## src/drq_pkg.sv

```systemverilog
package drq_pkg;
   localparam int ADDR_W = 8;
   localparam logic [ADDR_W-1:0] OFS_CONFIG = 8'hC2;
   localparam logic [ADDR_W-1:0] OFS_STATUS = 8'hC4;
   localparam logic [ADDR_W-1:0] OFS_CONTROL = 8'hC6;
   localparam logic [ADDR_W-1:0] OFS_IRQ_STATUS = 8'hC7;
   localparam logic [ADDR_W-1:0] OFS_EVT_STATUS = 8'hC8;
   localparam logic [ADDR_W-1:0] OFS_EVT_MASK = 8'hC9;
   localparam logic [7:0] CONFIG_RST = 8'h82;
   localparam logic [7:0] CONTROL_RST = 8'h00;
   localparam logic [7:0] STATUS_RST = 8'h00;
   localparam logic [7:0] EVT_MASK_RST = 8'h00;
   localparam int CFG_NEEDS_LOCK_BIT = 1;
   localparam int STS_IRQ_PIN_BIT = 6;
   localparam int STS_LOCK_BIT = 5;
   localparam int STS_PRESENT_BIT = 3;
   localparam int CTL_PRESENCE_EN_BIT = 6;
   localparam int CTL_REMOTE_EN_BIT = 5;
   localparam int CTL_GLOBAL_EN_BIT = 0;
   localparam int ISR_PRESENCE_BIT = 6;
   localparam int ISR_REMOTE_BIT = 5;
   localparam int ISR_GLOBAL_BIT = 0;
   localparam int EVT_PRESENCE_BIT = 0;
   localparam int EVT_REMOTE_BIT = 1;
   localparam logic [7:0] EVT_USED = 8'h03;
   typedef struct packed {
      logic present;
      logic locked;
      logic irq_pin_n;
   } drq_link_type;
endpackage : drq_pkg

```

## src/drq_irq_ctrl.sv

```systemverilog
// Implementation choice: the Avalon-MM slave port.
`timescale 1ns/1ps
`default_nettype none
module drq_irq_ctrl
   import drq_pkg::*;
(
   input wire logic mclk,
   input wire logic srst,
   input wire logic [ADDR_W-1:0] avs_address,
   input wire logic avs_read,
   input wire logic avs_write,
   input wire logic [31:0] avs_writedata,
   output logic [31:0] avs_readdata,
   output logic avs_waitrequest,
   input wire logic far_end_present,
   input wire logic far_end_locked,
   input wire logic far_end_irq_pin,
   output logic host_irq,
   output logic evt_irq
);
   // Three-stage synchronisers; change accepted when stages 2 and 3 agree
   drq_link_type s1_r, s2_r, s3_r, link_r;
   always_ff @(posedge mclk) begin
      if (srst) begin
         s1_r <= 3'b001;
         s2_r <= 3'b001;
         s3_r <= 3'b001;
      end else begin
         s1_r <= {far_end_present, far_end_locked, far_end_irq_pin};
         s2_r <= s1_r;
         s3_r <= s2_r;
      end
   end
   // Pin idles high so no false remote request after reset
   always_ff @(posedge mclk) begin
      if (srst) begin
         link_r <= 3'b001;
      end else begin
         if (s2_r.present == s3_r.present) link_r.present <= s3_r.present;
         if (s2_r.locked == s3_r.locked) link_r.locked <= s3_r.locked;
         if (s2_r.irq_pin_n == s3_r.irq_pin_n)
            link_r.irq_pin_n <= s3_r.irq_pin_n;
      end
   end

   logic [7:0] config_r, control_r, evt_r, mask_r;
   logic presence_irq_flag, remote_irq_flag, global_flag;
   logic detect_cond, remote_cond;
   logic [7:0] status_v, isr_v;

   always_comb begin
      if (config_r[CFG_NEEDS_LOCK_BIT])
         detect_cond = link_r.present & link_r.locked;
      else
         detect_cond = link_r.present;
      remote_cond = ~link_r.irq_pin_n;
      presence_irq_flag = detect_cond & control_r[CTL_PRESENCE_EN_BIT];
      remote_irq_flag = remote_cond & control_r[CTL_REMOTE_EN_BIT];
      global_flag = presence_irq_flag | remote_irq_flag;
      status_v = STATUS_RST;
      status_v[STS_IRQ_PIN_BIT] = link_r.irq_pin_n;
      status_v[STS_LOCK_BIT] = link_r.locked;
      status_v[STS_PRESENT_BIT] = link_r.present;
      isr_v = 8'h00;
      isr_v[ISR_PRESENCE_BIT] = presence_irq_flag;
      isr_v[ISR_REMOTE_BIT] = remote_irq_flag;
      isr_v[ISR_GLOBAL_BIT] = global_flag;
   end

   // Single-cycle wait: request taken the cycle after it appears
   logic ack_r;
   logic req;
   assign req = (avs_read | avs_write) & ~ack_r;
   always_ff @(posedge mclk) begin
      if (srst) ack_r <= 1'b0;
      else ack_r <= req;
   end
   always_ff @(posedge mclk) begin
      if (srst) avs_waitrequest <= 1'b1;
      else avs_waitrequest <= ~req;
   end
   logic wr_en;
   assign wr_en = avs_write & ~avs_waitrequest;

   always_ff @(posedge mclk) begin
      if (srst) begin
         config_r <= CONFIG_RST;
         control_r <= CONTROL_RST;
         mask_r <= EVT_MASK_RST;
      end else if (wr_en) begin
         if (avs_address == OFS_CONFIG) config_r <= avs_writedata[7:0];
         if (avs_address == OFS_CONTROL) control_r <= avs_writedata[7:0];
         if (avs_address == OFS_EVT_MASK)
            mask_r <= avs_writedata[7:0] & EVT_USED;
      end
   end

   // Sticky rising-edge events; set wins over write-one-to-clear
   logic [7:0] evt_set, evt_clr;
   logic detect_d_r, remote_d_r;
   always_ff @(posedge mclk) begin
      if (srst) begin
         detect_d_r <= 1'b0;
         remote_d_r <= 1'b0;
      end else begin
         detect_d_r <= detect_cond;
         remote_d_r <= remote_cond;
      end
   end
   always_comb begin
      evt_set = 8'h00;
      evt_set[EVT_PRESENCE_BIT] = detect_cond & ~detect_d_r;
      evt_set[EVT_REMOTE_BIT] = remote_cond & ~remote_d_r;
      evt_clr = 8'h00;
      if (wr_en && avs_address == OFS_EVT_STATUS)
         evt_clr = avs_writedata[7:0] & EVT_USED;
   end
   always_ff @(posedge mclk) begin
      if (srst) evt_r <= 8'h00;
      else evt_r <= (evt_r & ~evt_clr) | evt_set;
   end

   always_ff @(posedge mclk) begin
      if (srst) begin
         host_irq <= 1'b0;
         evt_irq <= 1'b0;
      end else begin
         host_irq <= control_r[CTL_GLOBAL_EN_BIT] & global_flag;
         evt_irq <= |(evt_r & mask_r);
      end
   end

   // Unmapped addresses read zero
   always_ff @(posedge mclk) begin
      if (srst) begin
         avs_readdata <= 32'h0000_0000;
      end else if (avs_read && req) begin
         unique case (avs_address)
            OFS_CONFIG: avs_readdata <= {24'h000000, config_r};
            OFS_STATUS: avs_readdata <= {24'h000000, status_v};
            OFS_CONTROL: avs_readdata <= {24'h000000, control_r};
            OFS_IRQ_STATUS: avs_readdata <= {24'h000000, isr_v};
            OFS_EVT_STATUS: avs_readdata <= {24'h000000, evt_r};
            OFS_EVT_MASK: avs_readdata <= {24'h000000, mask_r};
            default: avs_readdata <= 32'h0000_0000;
         endcase
      end
   end

   chk_irq_gated: assert property (@(posedge mclk) disable iff (srst)
      !control_r[CTL_GLOBAL_EN_BIT] |=> !host_irq)
      else $error("host irq high with global enable clear");
   chk_irq_level: assert property (@(posedge mclk) disable iff (srst)
      host_irq == $past(control_r[CTL_GLOBAL_EN_BIT] & global_flag))
      else $error("host irq does not follow enabled sources");
   chk_detect_nolock: assert property (@(posedge mclk) disable iff (srst)
      (!config_r[CFG_NEEDS_LOCK_BIT] && link_r.present) |-> detect_cond)
      else $error("detect condition missing without lock select");
   chk_detect_lock: assert property (@(posedge mclk) disable iff (srst)
      (config_r[CFG_NEEDS_LOCK_BIT] && !link_r.locked) |-> !detect_cond)
      else $error("detect condition without lock");
   chk_pin_mirror: assert property (@(posedge mclk) disable iff (srst)
      status_v[STS_IRQ_PIN_BIT] == link_r.irq_pin_n)
      else $error("status pin bit mismatch");
   chk_lock_mirror: assert property (@(posedge mclk) disable iff (srst)
      status_v[STS_LOCK_BIT] == link_r.locked)
      else $error("status lock bit mismatch");
   chk_present_bit: assert property (@(posedge mclk) disable iff (srst)
      status_v[STS_PRESENT_BIT] == link_r.present)
      else $error("status present bit mismatch");
   chk_presence_en: assert property (@(posedge mclk) disable iff (srst)
      !control_r[CTL_PRESENCE_EN_BIT] |-> !isr_v[ISR_PRESENCE_BIT])
      else $error("presence flag while disabled");
   chk_remote_en: assert property (@(posedge mclk) disable iff (srst)
      (control_r[CTL_REMOTE_EN_BIT] && !link_r.irq_pin_n)
      |-> isr_v[ISR_REMOTE_BIT])
      else $error("remote flag missing");
   chk_global_flag: assert property (@(posedge mclk) disable iff (srst)
      isr_v[ISR_GLOBAL_BIT] == (isr_v[ISR_PRESENCE_BIT]
      | isr_v[ISR_REMOTE_BIT]))
      else $error("global flag mismatch");

   // Bus handshake: exactly one wait state, then one ready cycle
   chk_wait_answer: assert property (@(posedge mclk) disable iff (srst)
      req |=> !avs_waitrequest)
      else $error("no ready after request");

   chk_wait_one: assert property (@(posedge mclk) disable iff (srst)
      !avs_waitrequest |=> avs_waitrequest)
      else $error("ready held longer than one cycle");

   chk_wait_idle: assert property (@(posedge mclk) disable iff (srst)
      !(avs_read || avs_write) |=> avs_waitrequest)
      else $error("ready without request");

   chk_wr_single: assert property (@(posedge mclk) disable iff (srst)
      wr_en |=> !wr_en)
      else $error("write taken twice in a row");

   chk_read_upper: assert property (@(posedge mclk) disable iff (srst)
      avs_readdata[31:8] == 24'h000000)
      else $error("upper read data not zero");

   chk_cfg_write: assert property (@(posedge mclk) disable iff (srst)
      (wr_en && avs_address == OFS_CONFIG)
      |=> config_r == $past(avs_writedata[7:0]))
      else $error("config write lost");

   chk_ctl_write: assert property (@(posedge mclk) disable iff (srst)
      (wr_en && avs_address == OFS_CONTROL)
      |=> control_r == $past(avs_writedata[7:0]))
      else $error("control write lost");

   chk_mask_write: assert property (@(posedge mclk) disable iff (srst)
      (wr_en && avs_address == OFS_EVT_MASK)
      |=> mask_r == $past(avs_writedata[7:0] & EVT_USED))
      else $error("mask write lost");

   chk_cfg_hold: assert property (@(posedge mclk) disable iff (srst)
      !(wr_en && avs_address == OFS_CONFIG) |=> $stable(config_r))
      else $error("config changed without write");

   chk_ctl_hold: assert property (@(posedge mclk) disable iff (srst)
      !(wr_en && avs_address == OFS_CONTROL) |=> $stable(control_r))
      else $error("control changed without write");

   // Source qualification
   chk_detect_full: assert property (@(posedge mclk) disable iff (srst)
      (config_r[CFG_NEEDS_LOCK_BIT] && link_r.present && link_r.locked)
      |-> detect_cond)
      else $error("detect missing with lock");

   chk_detect_absent: assert property (@(posedge mclk) disable iff (srst)
      !link_r.present |-> !detect_cond)
      else $error("detect without receiver");

   chk_remote_off: assert property (@(posedge mclk) disable iff (srst)
      !control_r[CTL_REMOTE_EN_BIT] |-> !isr_v[ISR_REMOTE_BIT])
      else $error("remote flag while disabled");

   chk_remote_idle: assert property (@(posedge mclk) disable iff (srst)
      link_r.irq_pin_n |-> !isr_v[ISR_REMOTE_BIT])
      else $error("remote flag with pin idle");

   chk_presence_on: assert property (@(posedge mclk) disable iff (srst)
      (control_r[CTL_PRESENCE_EN_BIT] && detect_cond)
      |-> isr_v[ISR_PRESENCE_BIT])
      else $error("presence flag missing");

   chk_irq_enabled: assert property (@(posedge mclk) disable iff (srst)
      (control_r[CTL_GLOBAL_EN_BIT] && global_flag) |=> host_irq)
      else $error("host irq missing while enabled");

   chk_global_off: assert property (@(posedge mclk) disable iff (srst)
      !isr_v[ISR_GLOBAL_BIT] |=> !host_irq)
      else $error("host irq without pending source");

   chk_status_spare: assert property (@(posedge mclk) disable iff (srst)
      (status_v & 8'h97) == 8'h00)
      else $error("status spare bits set");

   chk_isr_spare: assert property (@(posedge mclk) disable iff (srst)
      (isr_v & 8'h9E) == 8'h00)
      else $error("irq status spare bits set");

   chk_read_status: assert property (@(posedge mclk) disable iff (srst)
      (avs_read && req && avs_address == OFS_STATUS)
      |=> avs_readdata[7:0] == $past(status_v))
      else $error("status read mismatch");

   chk_read_isr: assert property (@(posedge mclk) disable iff (srst)
      (avs_read && req && avs_address == OFS_IRQ_STATUS)
      |=> avs_readdata[7:0] == $past(isr_v))
      else $error("irq status read mismatch");

   // Sticky events: set wins, clear only by a one
   chk_evt_set_det: assert property (@(posedge mclk) disable iff (srst)
      evt_set[EVT_PRESENCE_BIT] |=> evt_r[EVT_PRESENCE_BIT])
      else $error("detect event lost");

   chk_evt_set_rem: assert property (@(posedge mclk) disable iff (srst)
      evt_set[EVT_REMOTE_BIT] |=> evt_r[EVT_REMOTE_BIT])
      else $error("remote event lost");

   chk_evt_clear: assert property (@(posedge mclk) disable iff (srst)
      (evt_clr[EVT_PRESENCE_BIT] && !evt_set[EVT_PRESENCE_BIT])
      |=> !evt_r[EVT_PRESENCE_BIT])
      else $error("detect event not cleared");

   chk_evt_hold: assert property (@(posedge mclk) disable iff (srst)
      (evt_r[EVT_REMOTE_BIT] && !evt_clr[EVT_REMOTE_BIT])
      |=> evt_r[EVT_REMOTE_BIT])
      else $error("remote event dropped");

   chk_evt_unused: assert property (@(posedge mclk) disable iff (srst)
      (evt_r & ~EVT_USED) == 8'h00)
      else $error("unused event bit set");

   chk_evt_irq: assert property (@(posedge mclk) disable iff (srst)
      evt_irq == $past(|(evt_r & mask_r)))
      else $error("event irq does not follow mask");

   // Link filter holds while stages disagree
   chk_link_filter: assert property (@(posedge mclk) disable iff (srst)
      (s2_r.present != s3_r.present) |=> $stable(link_r.present))
      else $error("presence taken while unsettled");

endmodule : drq_irq_ctrl
`default_nettype wire

```

## config.mk

```make
export PLATFORM = sky130hd
export DESIGN_NAME = drq_irq_ctrl
export DESIGN_NICKNAME = d
export VERILOG_FILES = /design/src/drq_pkg.sv /design/src/drq_irq_ctrl.sv
export SDC_FILE = /design/constraint.sdc
export NUM_CORES = 1
export LEC_CHECK = 0
export BUFFER_PORTS_ARGS = -buffer_cell sky130_fd_sc_hd__buf_2
export CAP_MARGIN = 10
export CORE_ASPECT_RATIO = 1.5
export CORE_UTILIZATION = 43
export CTS_CLUSTER_DIAMETER = 50
export DETAILED_ROUTE_END_ITERATION = 8
export GPL_TIMING_DRIVEN = 0
export PLACE_DENSITY = 0.78
export SLEW_MARGIN = 20
export SYNTH_ARGS = -nofsm -noshare
export SYNTH_HDL_FRONTEND = slang
export SYNTH_SLANG_ARGS = --single-unit
```

## constraint.sdc

```tcl
create_clock -name mclk -period 1.55 [get_ports mclk]
set_input_delay 0.31 -clock mclk [delete_from_list [all_inputs] [get_ports mclk]]
set_output_delay 0.31 -clock mclk [all_outputs]
set_load 0.05 [all_outputs]
```

* Word level (Yosys, flattened, before mapping) *
Index checks and enable logic that the tools add are counted.

cells by class
  add/sub/neg operators = 0
  multipliers = 0
  div/mod/pow operators = 0
  order comparisons = 0
  equal/unequal tests = 9
  shift-type cells = 0
  multiplexer cells = 3
  bitwise gates (word level) = 20
  reductions and logical operators = 6

operator list
  cell                  count
  $eq A8 B8 Y1 const B  6
  $pmux W8 S6           1
  $and A1 B1 Y1         8
  $and A8 B2 Y8         1
  $and A8 B8 Y8         1
  $not A8 Y8            1
  $or A8 B2 Y8          1
  $reduce_or A8 Y1      1
  $not A1 Y1            6
  $reduce_and A2 Y1     3
  $eq A1 B1 Y1          3
  $logic_and A1 B1 Y1   2
  $mux W2               1
  $or A1 B1 Y1          2
  $mux W1               1

word-level totals
  register bits = 76
  latch bits = 0
  memory bits (writable) = 0
  ROM bits = 0
  input bits = 47
  output and inout port bits = 35
  memories kept = 0

* Logic depth before layout (Yosys ltp) *
Gate-level depths: netlist of run 1.

  depth in word-level cells = 7
  gate-level depth with buffers = 6

* Worst setup path before layout of run 1 *
OpenSTA, ideal clock, no wires.

  path kind = input-to-reg
  start = input avs_address[1]
  end = register control_r[0]
  library setup time = 128 ps
  arrival = 1498 ps
  path slack = -76 ps
  cell stages on the path = 5
  buffers on the path = 1
  cell sequence = buf_4 -> or3b_4 -> nor3_4 -> mux2i_1 -> nor2_1

between the ends
  word-level cells in the longest chain between the ends = 2

ends and longest elaborated chain
  what                                RTL line            source
  start, declared                     drq_irq_ctrl.sv:9   input wire logic [ADDR_W-1:0] avs_address,
  $eq A8 B8 Y1                        drq_irq_ctrl.sv:92  if (avs_address == OFS_CONTROL) control_r <= avs_writedata[7:0];
  $reduce_and A2 Y1 (no source line)  --
  end signal, assigned                drq_irq_ctrl.sv:92
  end, declared                       drq_irq_ctrl.sv:46  logic [7:0] config_r, control_r, evt_r, mask_r;

Every way passes these cells.
A chain may end at the register's enable or synchronous reset.

* Worst setup path in the final report of run 1 *
  start = register ack_r
  end = register avs_readdata[3]

between the ends
  word-level cells in the longest chain between the ends = 3

ends and longest elaborated chain
  what                    RTL line             source
  start, declared         drq_irq_ctrl.sv:71   logic ack_r;
  start signal, assigned  drq_irq_ctrl.sv:76   else ack_r <= req;
  $not A1 Y1              drq_irq_ctrl.sv:73   assign req = (avs_read | avs_write) & ~ack_r;
  $and A1 B1 Y1           drq_irq_ctrl.sv:73
  $logic_and A1 B1 Y1     drq_irq_ctrl.sv:137  end else if (avs_read && req) begin
  end signal, assigned    drq_irq_ctrl.sv:139  OFS_CONFIG: avs_readdata <= {24'h000000, config_r};
  end signal, assigned    drq_irq_ctrl.sv:140  OFS_STATUS: avs_readdata <= {24'h000000, status_v};
  end signal, assigned    drq_irq_ctrl.sv:141  OFS_CONTROL: avs_readdata <= {24'h000000, control_r};
  end, declared           drq_irq_ctrl.sv:13   output logic [31:0] avs_readdata,

Every way passes these cells.

==> summary.txt, run 1 <==
Flow run
  – Max-cap violations: 0

Timing
  – Setup ws final: 0.04596 ns
  – Final hold violations: 0
  – Max Fclk: 0.6649 GHz
  – Max-slew headroom: 62.85%
  – Setup Skew: 0.01217 ns
  – Setup Viol. Count Final: 0
  – Count of pins over their slew limit: 0
  – Fin crit share: 97.04%
  – Pin slew with the least headroom to its limit: 0.5573 ns
  – Hold WS: 0.1944 ns
  – Tmin final: 1.504 ns

CTS
  – Root Driver: clkbuf_8
  – CTS Sinks: 46
  – Max clock buf depth: 2
  – Total CTS buffers: 5
  – H-tree levels: 2
  – CTS tree: built
  – Worst skew pair latency: 0.30 ns
  – Hold-fix buffers, CTS: 0
  – CTS clk-pin slew, worst paths: 0.09 ns

Setup path
  – Setup crit start kind: flop
  – Critical Path Sink: avs_readdata[3]$_SDFFE_PP0P_
  – Register-to-Register Setup Slack: 0.05 ns
  – CP arrival: 1.75 ns
  – CP startpoint: ack_r$_SDFF_PP0_
  – Worst R2R End: avs_readdata[3]$_SDFFE_PP0P_
  – Reg2reg path depth: 4
  – Worst Setup End Kind: flop
  – Critical path class: flop to flop
  – WP data required: 1.80 ns
  – CP Max Fanout: 5
  – Start of the worst register-to-register path: ack_r$_SDFF_PP0_

Floorplanning
  – Row Count: 30
  – Die Height: 86.53 µm
  – Die W: 58.35 µm
  – IO Pins: 82
  – Die area: 5049 µm²
  – Initial Util: 45.10%
  – Core area: 4542 µm²

Finish
  – Layout fillers: 422
  – Share of layout cells above drive strength 1: 28.57%
  – Final Cell Area: 2546 µm²
  – Area delta synth->final: 24.31%
  – Ant. Diodes: 0
  – Final nets: 334
  – Final core occ: 56.06%

Placement
  – Placement Cell Area: 2379 µm²
  – Dpl ws: -0.3188 ns
  – Gpl congestion: 0.8596
  – Hpwl dp: 3375 µm
  – IO Port Bufs: 31

Pwr
  – Power Dens Cells: 958.2 nW/µm²
  – Total power: 2440 µW
  – Leakage power: 0.001122 µW
  – Max IR drop VDD: 0.6433 mV

Logic synthesis
  – Seq/Total Area, Yosys: 44.96%
  – Primary flip-flop cell chosen by synthesis mapping: dfxtp_1
  – Post-synth design cell area: 2048 µm²
  – Gate Count Post-Synth: 225
  – Post-synth EDFFs: 0
  – Yosys warning total: 0
  – Seq cells post-synth: 46
  – FFs w/ async S/R, synth: 0%
  – Synth unique cells: 40
  – Average cell area after synthesis: 9.103 µm²

Detailed routing
  – Routed Antenna Nets: 0
  – Drt first pass iters: 4
  – Via count: 1,732
  – Routed WL per cell: 13.32 µm
  – Vias per cell: 4.934
  – Iteration-0 DRC Markers: 42
  – Drt drc: 0
  – Routed WL: 4676 µm

Global routing
  – First-pass GRT wire length: 6989 µm
  – GRT Resource Usage Total: 18.46%
  – Initial antenna violation count: 0
  – Largest net degree at the start of global routing: 14
  – Overflow after GRT: 0
  – Vias in the first global route: 1,521

Run status
  – Status: finished, final reports clean

Hold path
  – Min-delay worst type: input pin to flop
==> area by class of cell <==
cell class	count	area [µm²]	area share [%]
multi-input combinational	161	999.7	39.26
sequential	46	920.9	36.17
buffer	35	235.2	9.238
timing repair buffer	32	175.2	6.880
clock buffer	6	82.58	3.243
tap	64	80.08	3.145
clock inverter	1	30.03	1.179
inverter	6	22.52	0.8845
==> critical path: stages (launching register included) <==
cell	delay, ns
dfxtp_1	0.32
nand2b_1	0.21
or3_1	0.42
a31oi_2	0.29
a32o_1	0.22
==> what timing repair did <==
action / CTS / global route
buffers inserted: 0 / 1
endpoints found under the setup margin: 2 / 17
pin swaps: 0 / 1
gates resized for setup: 1 / 5
==> how the worst min path moves through the flow <==
stage / from / endpoint / slack [ns] / depth (start not counted)
CTS: far_end_irq_pin / s1_r[0]$_SDFF_PP1_ / 0.19 / 2
finish: far_end_irq_pin / s1_r[0]$_SDFF_PP1_ / 0.19 / 2
detailed placement: s1_r[0]$_SDFF_PP1_ / s2_r[0]$_SDFF_PP1_ / 0.40 / 1
global placement: s1_r[0]$_SDFF_PP1_ / s2_r[0]$_SDFF_PP1_ / 0.39 / 1
global route: far_end_irq_pin / s1_r[0]$_SDFF_PP1_ / 0.19 / 2
floorplan: s1_r[0]$_SDFF_PP1_ / s2_r[0]$_SDFF_PP1_ / 0.39 / 1
==> where the power goes <==
group	internal (µW)	total (µW)	switching [µW]	leakage (µW)
Combinational	102	335	233	0.000692
Clock	516	902	386	0.0000573
Sequential	1190	1200	7.96	0.000373
Total	1810	2440	627	0.00112
==> placed cells by master (no fill, tap or decap), drive strengths merged, types with 2 or more instances in the layout <==
| master | instances |
|---|---|
| nand3b | 2 |
| dfxtp | 46 |
| nor3 | 2 |
| or2 | 4 |
| o2bb2ai | 2 |
| inv | 6 |
| a22o | 3 |
| a21oi | 14 |
| or3b | 2 |
| o22ai | 3 |
| conb | 24 |
| buf | 59 |
| mux2i | 16 |
| a32o | 4 |
| mux2 | 3 |
| clkbuf | 14 |
| nand3 | 10 |
| nand2 | 17 |
| nor2b | 9 |
| nor2 | 24 |
| nand4 | 2 |
| o21ai | 5 |
==> through the flow <==
step,instances,TNS (ns)
final,351,0
after global routing,351,-0.04584
after CTS,350,0
after detailed placement,343,-6.458
after global placement,343,-6.070
after floorplan,248,0
==> cells by family (layout without fill, tap and decap cells) <==
kind of cell           count (synthesis)  count (layout)  share of synthesized area, %
and+or+nand+nor                       79              79                         20.04
DFF                                   46              46                         44.96
buffers and inverters                 41              80                         12.28
AOI/OAI and AO/OA                     39              39                         13.07
muxes                                 19              19                         9.468
other                                  1              24                        0.1831
==> per-layer routing <==
layer | wire [µm] | global-route usage, % | vias to the layer above
met5 | 0 | 0 | -
met4 | 74 | 9.091 | 0
met3 | 304 | 4.478 | 9
met2 | 2435 | 31.87 | 65
met1 | 1862 | 20.86 | 804
li1 | - | - | 854
==> synth_stat cells, types with 2 or more instances <==
cell | n | area [µm²]
dfxtp_1 | 46 | 920.9
buf_4 | 25 | 187.7
nor2_1 | 24 | 90.09
nand2_1 | 17 | 63.81
mux2i_1 | 16 | 160.2
a21oi_1 | 14 | 70.07
nand3_1 | 10 | 50.05
nor2b_1 | 9 | 56.30
clkbuf_1 | 7 | 26.28
inv_1 | 6 | 22.52
o21ai_0 | 5 | 25.02
a32o_1 | 4 | 40.04
or2_2 | 4 | 25.02
a22o_1 | 3 | 26.28
buf_2 | 3 | 15.01
mux2_2 | 3 | 33.78
o22ai_1 | 3 | 18.77
nand3b_1 | 2 | 15.01
nand4_1 | 2 | 12.51
o2bb2ai_1 | 2 | 17.52
==> flip-flops by register name, summed over array words and instances (netlist names), 2 cells and up <==
| signal | cells |
|---|---|
| avs_readdata | 8 |
| config_r | 8 |
| control_r | 8 |
| link_r | 3 |
| s1_r | 3 |
| s2_r | 3 |
| s3_r | 3 |
| evt_r | 2 |
| mask_r | 2 |
No activity file was read; power rests on OpenSTA's default activity.
==> inputs of run 2 (changes only) <==
--- a/config.mk
+++ b/config.mk
@@ -8,11 +8,11 @@
 export BUFFER_PORTS_ARGS = -buffer_cell sky130_fd_sc_hd__buf_2
 export CAP_MARGIN = 10
 export CORE_ASPECT_RATIO = 1.5
-export CORE_UTILIZATION = 43
+export CORE_UTILIZATION = 51
 export CTS_CLUSTER_DIAMETER = 50
 export DETAILED_ROUTE_END_ITERATION = 8
 export GPL_TIMING_DRIVEN = 0
-export PLACE_DENSITY = 0.78
+export PLACE_DENSITY = 0.87
 export SLEW_MARGIN = 20
 export SYNTH_ARGS = -nofsm -noshare
 export SYNTH_HDL_FRONTEND = slang
==> constraint.sdc (replaced) <==
create_clock -name mclk -period 1.9 [get_ports mclk]
set_input_delay 0.38 -clock mclk [delete_from_list [all_inputs] [get_ports mclk]]
set_output_delay 0.38 -clock mclk [all_outputs]
set_load 0.05 [all_outputs]
==> summary.txt, run 2 (synthesis gave the netlist of run 1 again) <==
Run status
  – Status: finished, final reports clean (unchanged)

CTS
  – Max clock buf depth: 2 (unchanged)
  – Total CTS buffers: 5 (unchanged)
  – Root Driver: clkbuf_8 (unchanged)
  – CTS clk-pin slew, worst paths: 0.08 ns (was 0.09 ns)
  – CTS tree: built (unchanged)
  – CTS Sinks: 46 (unchanged)
  – Worst skew pair latency: 0.30 ns (about the same)
  – Setup Buffers After CTS: 0 (unchanged)
  – CTS resizes: 0 (was 1)
  – H-tree levels: 2 (unchanged)
  – Hold-fix buffers, CTS: 0 (unchanged)

Global routing
  – Vias in the first global route: 1,567 (was 1,521)
  – Overflow after GRT: 0 (unchanged)
  – Initial antenna violation count: 0 (unchanged)
  – GRT Resource Usage Total: 23.21% (was 18.46%)
  – First-pass GRT wire length: 7051 µm (was 6989 µm)
  – Largest net degree at the start of global routing: 14 (unchanged)

Setup path
  – Register-to-Register Setup Slack: 0.26 ns (was 0.05 ns)
  – Critical path class: input pin to flop (was flop to flop)
  – CP arrival: 1.83 ns (was 1.75 ns)
  – CP Max Fanout: 7 (was 5)
  – Setup crit start kind: input pin (was flop)
  – Worst Setup End Kind: flop (unchanged)
  – WP data required: 2.07 ns (was 1.80 ns)

Detailed routing
  – Drt drc: 0 (unchanged)
  – Via count: 1,716 (was 1,732)
  – Vias per cell: 5.216 (was 4.934)
  – Iteration-0 DRC Markers: 37 (was 42)
  – Drt first pass iters: 4 (unchanged)
  – Routed WL: 4424 µm (was 4676 µm)
  – Routed Antenna Nets: 0 (unchanged)
  – Routed WL per cell: 13.45 µm (was 13.32 µm)

Timing
  – Tmin final: 1.662 ns
  – Setup ws final: 0.2380 ns (was 0.04596 ns)
  – Count of pins over their slew limit: 0 (unchanged)
  – Final hold violations: 0 (unchanged)
  – Pin slew with the least headroom to its limit: 0.6891 ns (was 0.5573 ns)
  – Max Fclk: 0.6017 GHz
  – Setup Skew: 0.01025 ns (was 0.01217 ns)
  – Fin crit share: 87.48%
  – Max-slew headroom: 53.44% (was 62.85%)
  – RSZ-0062 raised after global routing: no
  – Setup Viol. Count Final: 0 (unchanged)

Floorplanning
  – Die area: 4279 µm² (was 5049 µm²)
  – Die Height: 79.62 µm (was 86.53 µm)
  – Core area: 3750 µm² (was 4542 µm²)
  – IO Pins: 82 (unchanged)
  – Row Count: 27 (was 30)
  – Initial Util: 54.62% (was 45.10%)
  – Die W: 53.75 µm (was 58.35 µm)

Pwr
  – Max IR drop VDD: 0.6021 mV (was 0.6433 mV)
  – Power Dens Cells: 747.3 nW/µm² (was 958.2 nW/µm²)
  – Total power: 1815 µW (was 2440 µW)
  – Leakage power: 0.001089 µW (was 0.001122 µW)

Finish
  – Share of layout cells above drive strength 1: 26.57% (was 28.57%)
  – Non-Filler Instances: 329 (was 351)
  – Most frequent cells in the layout: dfxtp_1 (46), buf_2 (34), buf_4 (25), nor2_1 (24), conb_1 (24) (was dfxtp_1 (46), buf_2 (33), nor2_1 (24), buf_4 (24), conb_1 (24))
  – Ant. Diodes: 0 (unchanged)
  – Layout fillers: 333 (was 422)
  – Commonest non-fill, non-tap cell in the layout: dfxtp_1 (unchanged)
  – Final core occ: 64.76% (was 56.06%)
  – Final nets: 333 (was 334)
  – Largest regs: avs_readdata: 8 flops, config_r: 8 flops, control_r: 8 flops (unchanged)
  – Area delta synth->final: 18.57% (was 24.31%)

Placement
  – Gpl congestion: 0.9610 (was 0.8596)
  – Dpl cells: 322 (was 343)
  – Dpl ws: -0.1278 ns (was -0.3188 ns)
  – IO Port Bufs: 31 (unchanged)
  – Hpwl dp: 3344 µm (was 3375 µm)

Hold path
  – Min-delay worst type: input pin to flop (unchanged)

Flow run
  – Max-cap violations: 0 (unchanged)
run 2: critical path, cell delays in order:
cell	delay (ns)
buf_2	0.12
nor4bb_1	0.62
nand4_1	0.45
nand2_1	0.17
a21oi_1	0.08
run 2: power by group:
| group | total (µW) | leakage, µW | internal [µW] | switching (µW) |
|---|---|---|---|---|
| combinational | 265 | 0.000679 | 80.1 | 185 |
| clock | 570 | 0.0000373 | 252 | 317 |
| sequential | 980 | 0.000373 | 975 | 5.49 |
run 2: final cells by class:
type / count / area, µm² / share of cell area [%]
multi-input combinational: 161 / 967.2 / 39.82
inverter: 6 / 22.52 / 0.9274
buffer: 35 / 229.0 / 9.428
clock buffer: 6 / 72.57 / 2.988
tap: 43 / 53.80 / 2.215
sequential: 46 / 920.9 / 37.92
clock inverter: 1 / 7.507 / 0.3091
timing repair buffer: 31 / 155.1 / 6.388
run 2: path summary, 6_finish.rpt:
check	endpoint	cells after the start	start
worst max-delay path	config_r[4]$_SDFFE_PP0P_	5	avs_address[5]
worst min-delay path	s1_r[0]$_SDFF_PP1_	2	far_end_irq_pin
worst max register to register	avs_readdata[3]$_SDFFE_PP0P_	4	ack_r$_SDFF_PP0_
worst min register to register	s2_r[0]$_SDFF_PP1_	1	s1_r[0]$_SDFF_PP1_
run 2: metal layers:
metal	wire, µm	global-route usage, %
met1	1706	25.51
met2	2262	38.52
met3	309	6.286
met4	147	12.89
met5	0	0
run 2: per-stage QoR:
step	setup TNS, ns	area [µm²]	hold slack (ns)
after floorplan	0	2135	0.3895
after global placement	-0.1566	2344	0.3950
after detailed placement	-0.7729	2344	0.3934
after CTS	0	2424	0.2540
after global routing	0	2429	0.2547
final	0	2429	0.2592
==> inputs of run 3 (changes only) <==
--- a/config.mk
+++ b/config.mk
@@ -7,7 +7,7 @@
 export LEC_CHECK = 0
 export BUFFER_PORTS_ARGS = -buffer_cell sky130_fd_sc_hd__buf_2
 export CAP_MARGIN = 10
-export CORE_ASPECT_RATIO = 1.5
+export CORE_ASPECT_RATIO = 1.25
 export CORE_UTILIZATION = 51
 export CTS_CLUSTER_DIAMETER = 50
 export DETAILED_ROUTE_END_ITERATION = 8
==> summary.txt, run 3 (synthesis gave the netlist of run 1 again) <==
Pwr
  – Max IR drop VDD: 0.4990 mV (was 0.6021 mV)
  – Clock power share: 36.9% (was 31.4%)
  – Net switching power: 524.0 µW (was 507.9 µW)
  – Internal power: 1447 µW (was 1307 µW)
  – Total power: 1971 µW (was 1815 µW)
  – Leakage power: 0.001103 µW (was 0.001089 µW)
  – Comb pwr share: 13.4% (was 14.6%)
  – Reg power frac: 49.7% (was 54.0%)
  – Power Dens Cells: 797.2 nW/µm² (was 747.3 nW/µm²)
  – Sw frac: 26.58% (was 27.98%)

Finish
  – Area of the multi-input gates: 967.2 µm² (unchanged)
  – Area delta synth->final: 20.71% (was 18.57%)
  – Layout fillers: 353 (was 333)
  – Commonest non-fill, non-tap cell in the layout: dfxtp_1 (unchanged)
  – Reg area: 920.9 µm² (unchanged)
  – Final nets: 333 (unchanged)
  – Most frequent cells in the layout: dfxtp_1 (46), buf_2 (34), buf_4 (25), nor2_1 (24), conb_1 (24) (unchanged)
  – Ant. Diodes: 0 (unchanged)
  – Largest regs: avs_readdata: 8 flops, config_r: 8 flops, control_r: 8 flops (unchanged)
  – Share of layout cells above drive strength 1: 26.83% (was 26.57%)

Global routing
  – Overflow after GRT: 0 (unchanged)
  – First-pass GRT wire length: 6886 µm (was 7051 µm)
  – Initial antenna violation count: 0 (unchanged)
  – GRT Resource Usage Total: 21.90% (was 23.21%)
  – Vias in the first global route: 1,567 (unchanged)
  – Largest net degree at the start of global routing: 15 (was 14)

Placement
  – IO Port Bufs: 31 (unchanged)
  – Gpl congestion: 0.9395 (was 0.9610)
  – Hpwl dp: 3103 µm (was 3344 µm)

Floorplanning
  – Die Height: 72.86 µm (was 79.62 µm)
  – Core area: 3816 µm² (was 3750 µm²)
  – Initial Util: 53.67% (was 54.62%)
  – Die W: 58.68 µm (was 53.75 µm)
  – IO Pins: 82 (unchanged)
  – Row Count: 25 (was 27)
  – Die area: 4275 µm² (was 4279 µm²)

Detailed routing
  – Routed Antenna Nets: 0 (unchanged)
  – Routed WL: 4212 µm (was 4424 µm)
  – Via count: 1,687 (was 1,716)
  – Vias per cell: 4.947 (was 5.216)
  – Iteration-0 DRC Markers: 74 (was 37)
  – Drt first pass iters: 4 (unchanged)
  – Routed WL per cell: 12.35 µm (was 13.45 µm)
  – Drt drc: 0 (unchanged)

Timing
  – Hold WS: 0.2464 ns (was 0.2592 ns)
  – Final hold violations: 0 (unchanged)
  – Count of pins over their slew limit: 0 (unchanged)
  – Max Fclk: 0.6261 GHz (was 0.6017 GHz)
  – RSZ-0062 raised after global routing: no (unchanged)
  – Max-slew headroom: 60.12% (was 53.44%)
  – Setup Viol. Count Final: 0 (unchanged)
  – Setup Skew: 0.01048 ns (was 0.01025 ns)
  – Tmin final: 1.597 ns (was 1.662 ns)
  – Pin slew with the least headroom to its limit: 0.5901 ns (was 0.6891 ns)
  – Fin crit share: 84.06% (was 87.48%)

Setup path
  – Reg2reg path depth: 4 (unchanged)
  – Critical Path Sink: control_r[5]$_SDFFE_PP0P_ (was config_r[4]$_SDFFE_PP0P_)
  – Worst Setup End Kind: flop (unchanged)
  – Worst R2R End: avs_readdata[3]$_SDFFE_PP0P_ (unchanged)
  – CP Max Fanout: 8 (was 7)
  – Start of the worst register-to-register path: ack_r$_SDFF_PP0_ (unchanged)
  – CP arrival: 1.79 ns (was 1.83 ns)
  – Setup crit start kind: input pin (unchanged)
  – Register-to-Register Setup Slack: 0.33 ns (was 0.26 ns)
  – CP startpoint: avs_address[3] (was avs_address[5])
  – WP data required: 2.09 ns (was 2.07 ns)
  – Critical path class: input pin to flop (unchanged)

CTS
  – CTS Sinks: 46 (unchanged)
  – CTS tree: built (unchanged)
  – Max clock buf depth: 2 (unchanged)
  – Root Driver: clkbuf_8 (unchanged)
  – Worst skew pair latency: 0.31 ns (was 0.30 ns)
  – CTS clk-pin slew, worst paths: 0.09 ns (was 0.08 ns)
  – H-tree levels: 2 (unchanged)
  – Hold-fix buffers, CTS: 0 (unchanged)
  – Setup Buffers After CTS: 0 (unchanged)
  – Total CTS buffers: 5 (unchanged)

Flow run
  – Max-cap violations: 0 (unchanged)

Hold path
  – Min-delay worst type: input pin to flop (unchanged)

Run status
  – Status: finished, final reports clean (unchanged)
==> run 3: changes by cell type in the layout (fill, tap and decap cells not counted), sizes merged <==
| cell | before | now |
|---|---|---|
| bufinv | 0 | 1 |
==> run 3: critical path: stages <==
cell and delay [ns]:
buf_2 0.14, or3b_4 0.42, nor3_4 0.49, mux2i_1 0.30, nor2_1 0.06
==> run 3: area by class of cell <==
cell class | instances | share of cell area [%]
multi-input cells | 161 | 39.12
flip-flops and latches | 46 | 37.25
plain buffers | 35 | 9.261
repair buffers | 31 | 6.275
clock buffers | 6 | 2.935
well taps | 54 | 2.733
clock inverters | 2 | 1.518
inverters | 6 | 0.9109
==> run 3: through the flow <==
stage | cells | area, µm² | TNS [ns] | worst slack [ns] | util [%]
6_report | 341 | 2472 | 0 | 0.3029 | 64.79
5_1_grt | 341 | 2472 | 0 | 0.1556 | 64.79
4_1_cts | 341 | 2467 | 0 | 0.1904 | 64.66
2_1_floorplan | 248 | 2135 | 0 | 0.2043 | -
3_5_place_dp | 333 | 2357 | -0.2249 | -0.1311 | 61.77
3_3_place_gp | 333 | 2357 | -0.1635 | -0.09469 | 61.77
==> run 3: repair_timing <==
action	in CTS	in global routing
endpoints found under the hold margin	0	0
setup endpoints to repair	0	1
gates resized for setup	0	1
==> run 3: metal layers <==
layer	share of wire [%]	vias up	GRT usage (%)
li1	-	853	-
met1	42	765	25.23
met2	49	60	36.53
met3	6.7	9	6.383
met4	1.9	0	11.38
met5	0	-	0
==> run 3: power by group through the flow <==
stage               combinational (µW)  sequential [µW]  clock, µW
finish                             263              980        728
global route                       281              982        772
CTS                                261              980        741
detailed placement                 260             1000          0
global placement                   258             1000          0
floorplan                          206             1010          0
==> run 3: worst min path at each step <==
stage                            start                  to  slack (ns)  depth (start not counted)
floorplan           s1_r[0]$_SDFF_PP1_  s2_r[0]$_SDFF_PP1_        0.39                          1
global placement    s1_r[0]$_SDFF_PP1_  s2_r[0]$_SDFF_PP1_        0.39                          1
detailed placement  s1_r[0]$_SDFF_PP1_  s2_r[0]$_SDFF_PP1_        0.40                          1
CTS                    far_end_irq_pin  s1_r[0]$_SDFF_PP1_        0.24                          2
global route           far_end_irq_pin  s1_r[0]$_SDFF_PP1_        0.25                          2
finish                 far_end_irq_pin  s1_r[0]$_SDFF_PP1_        0.25                          2
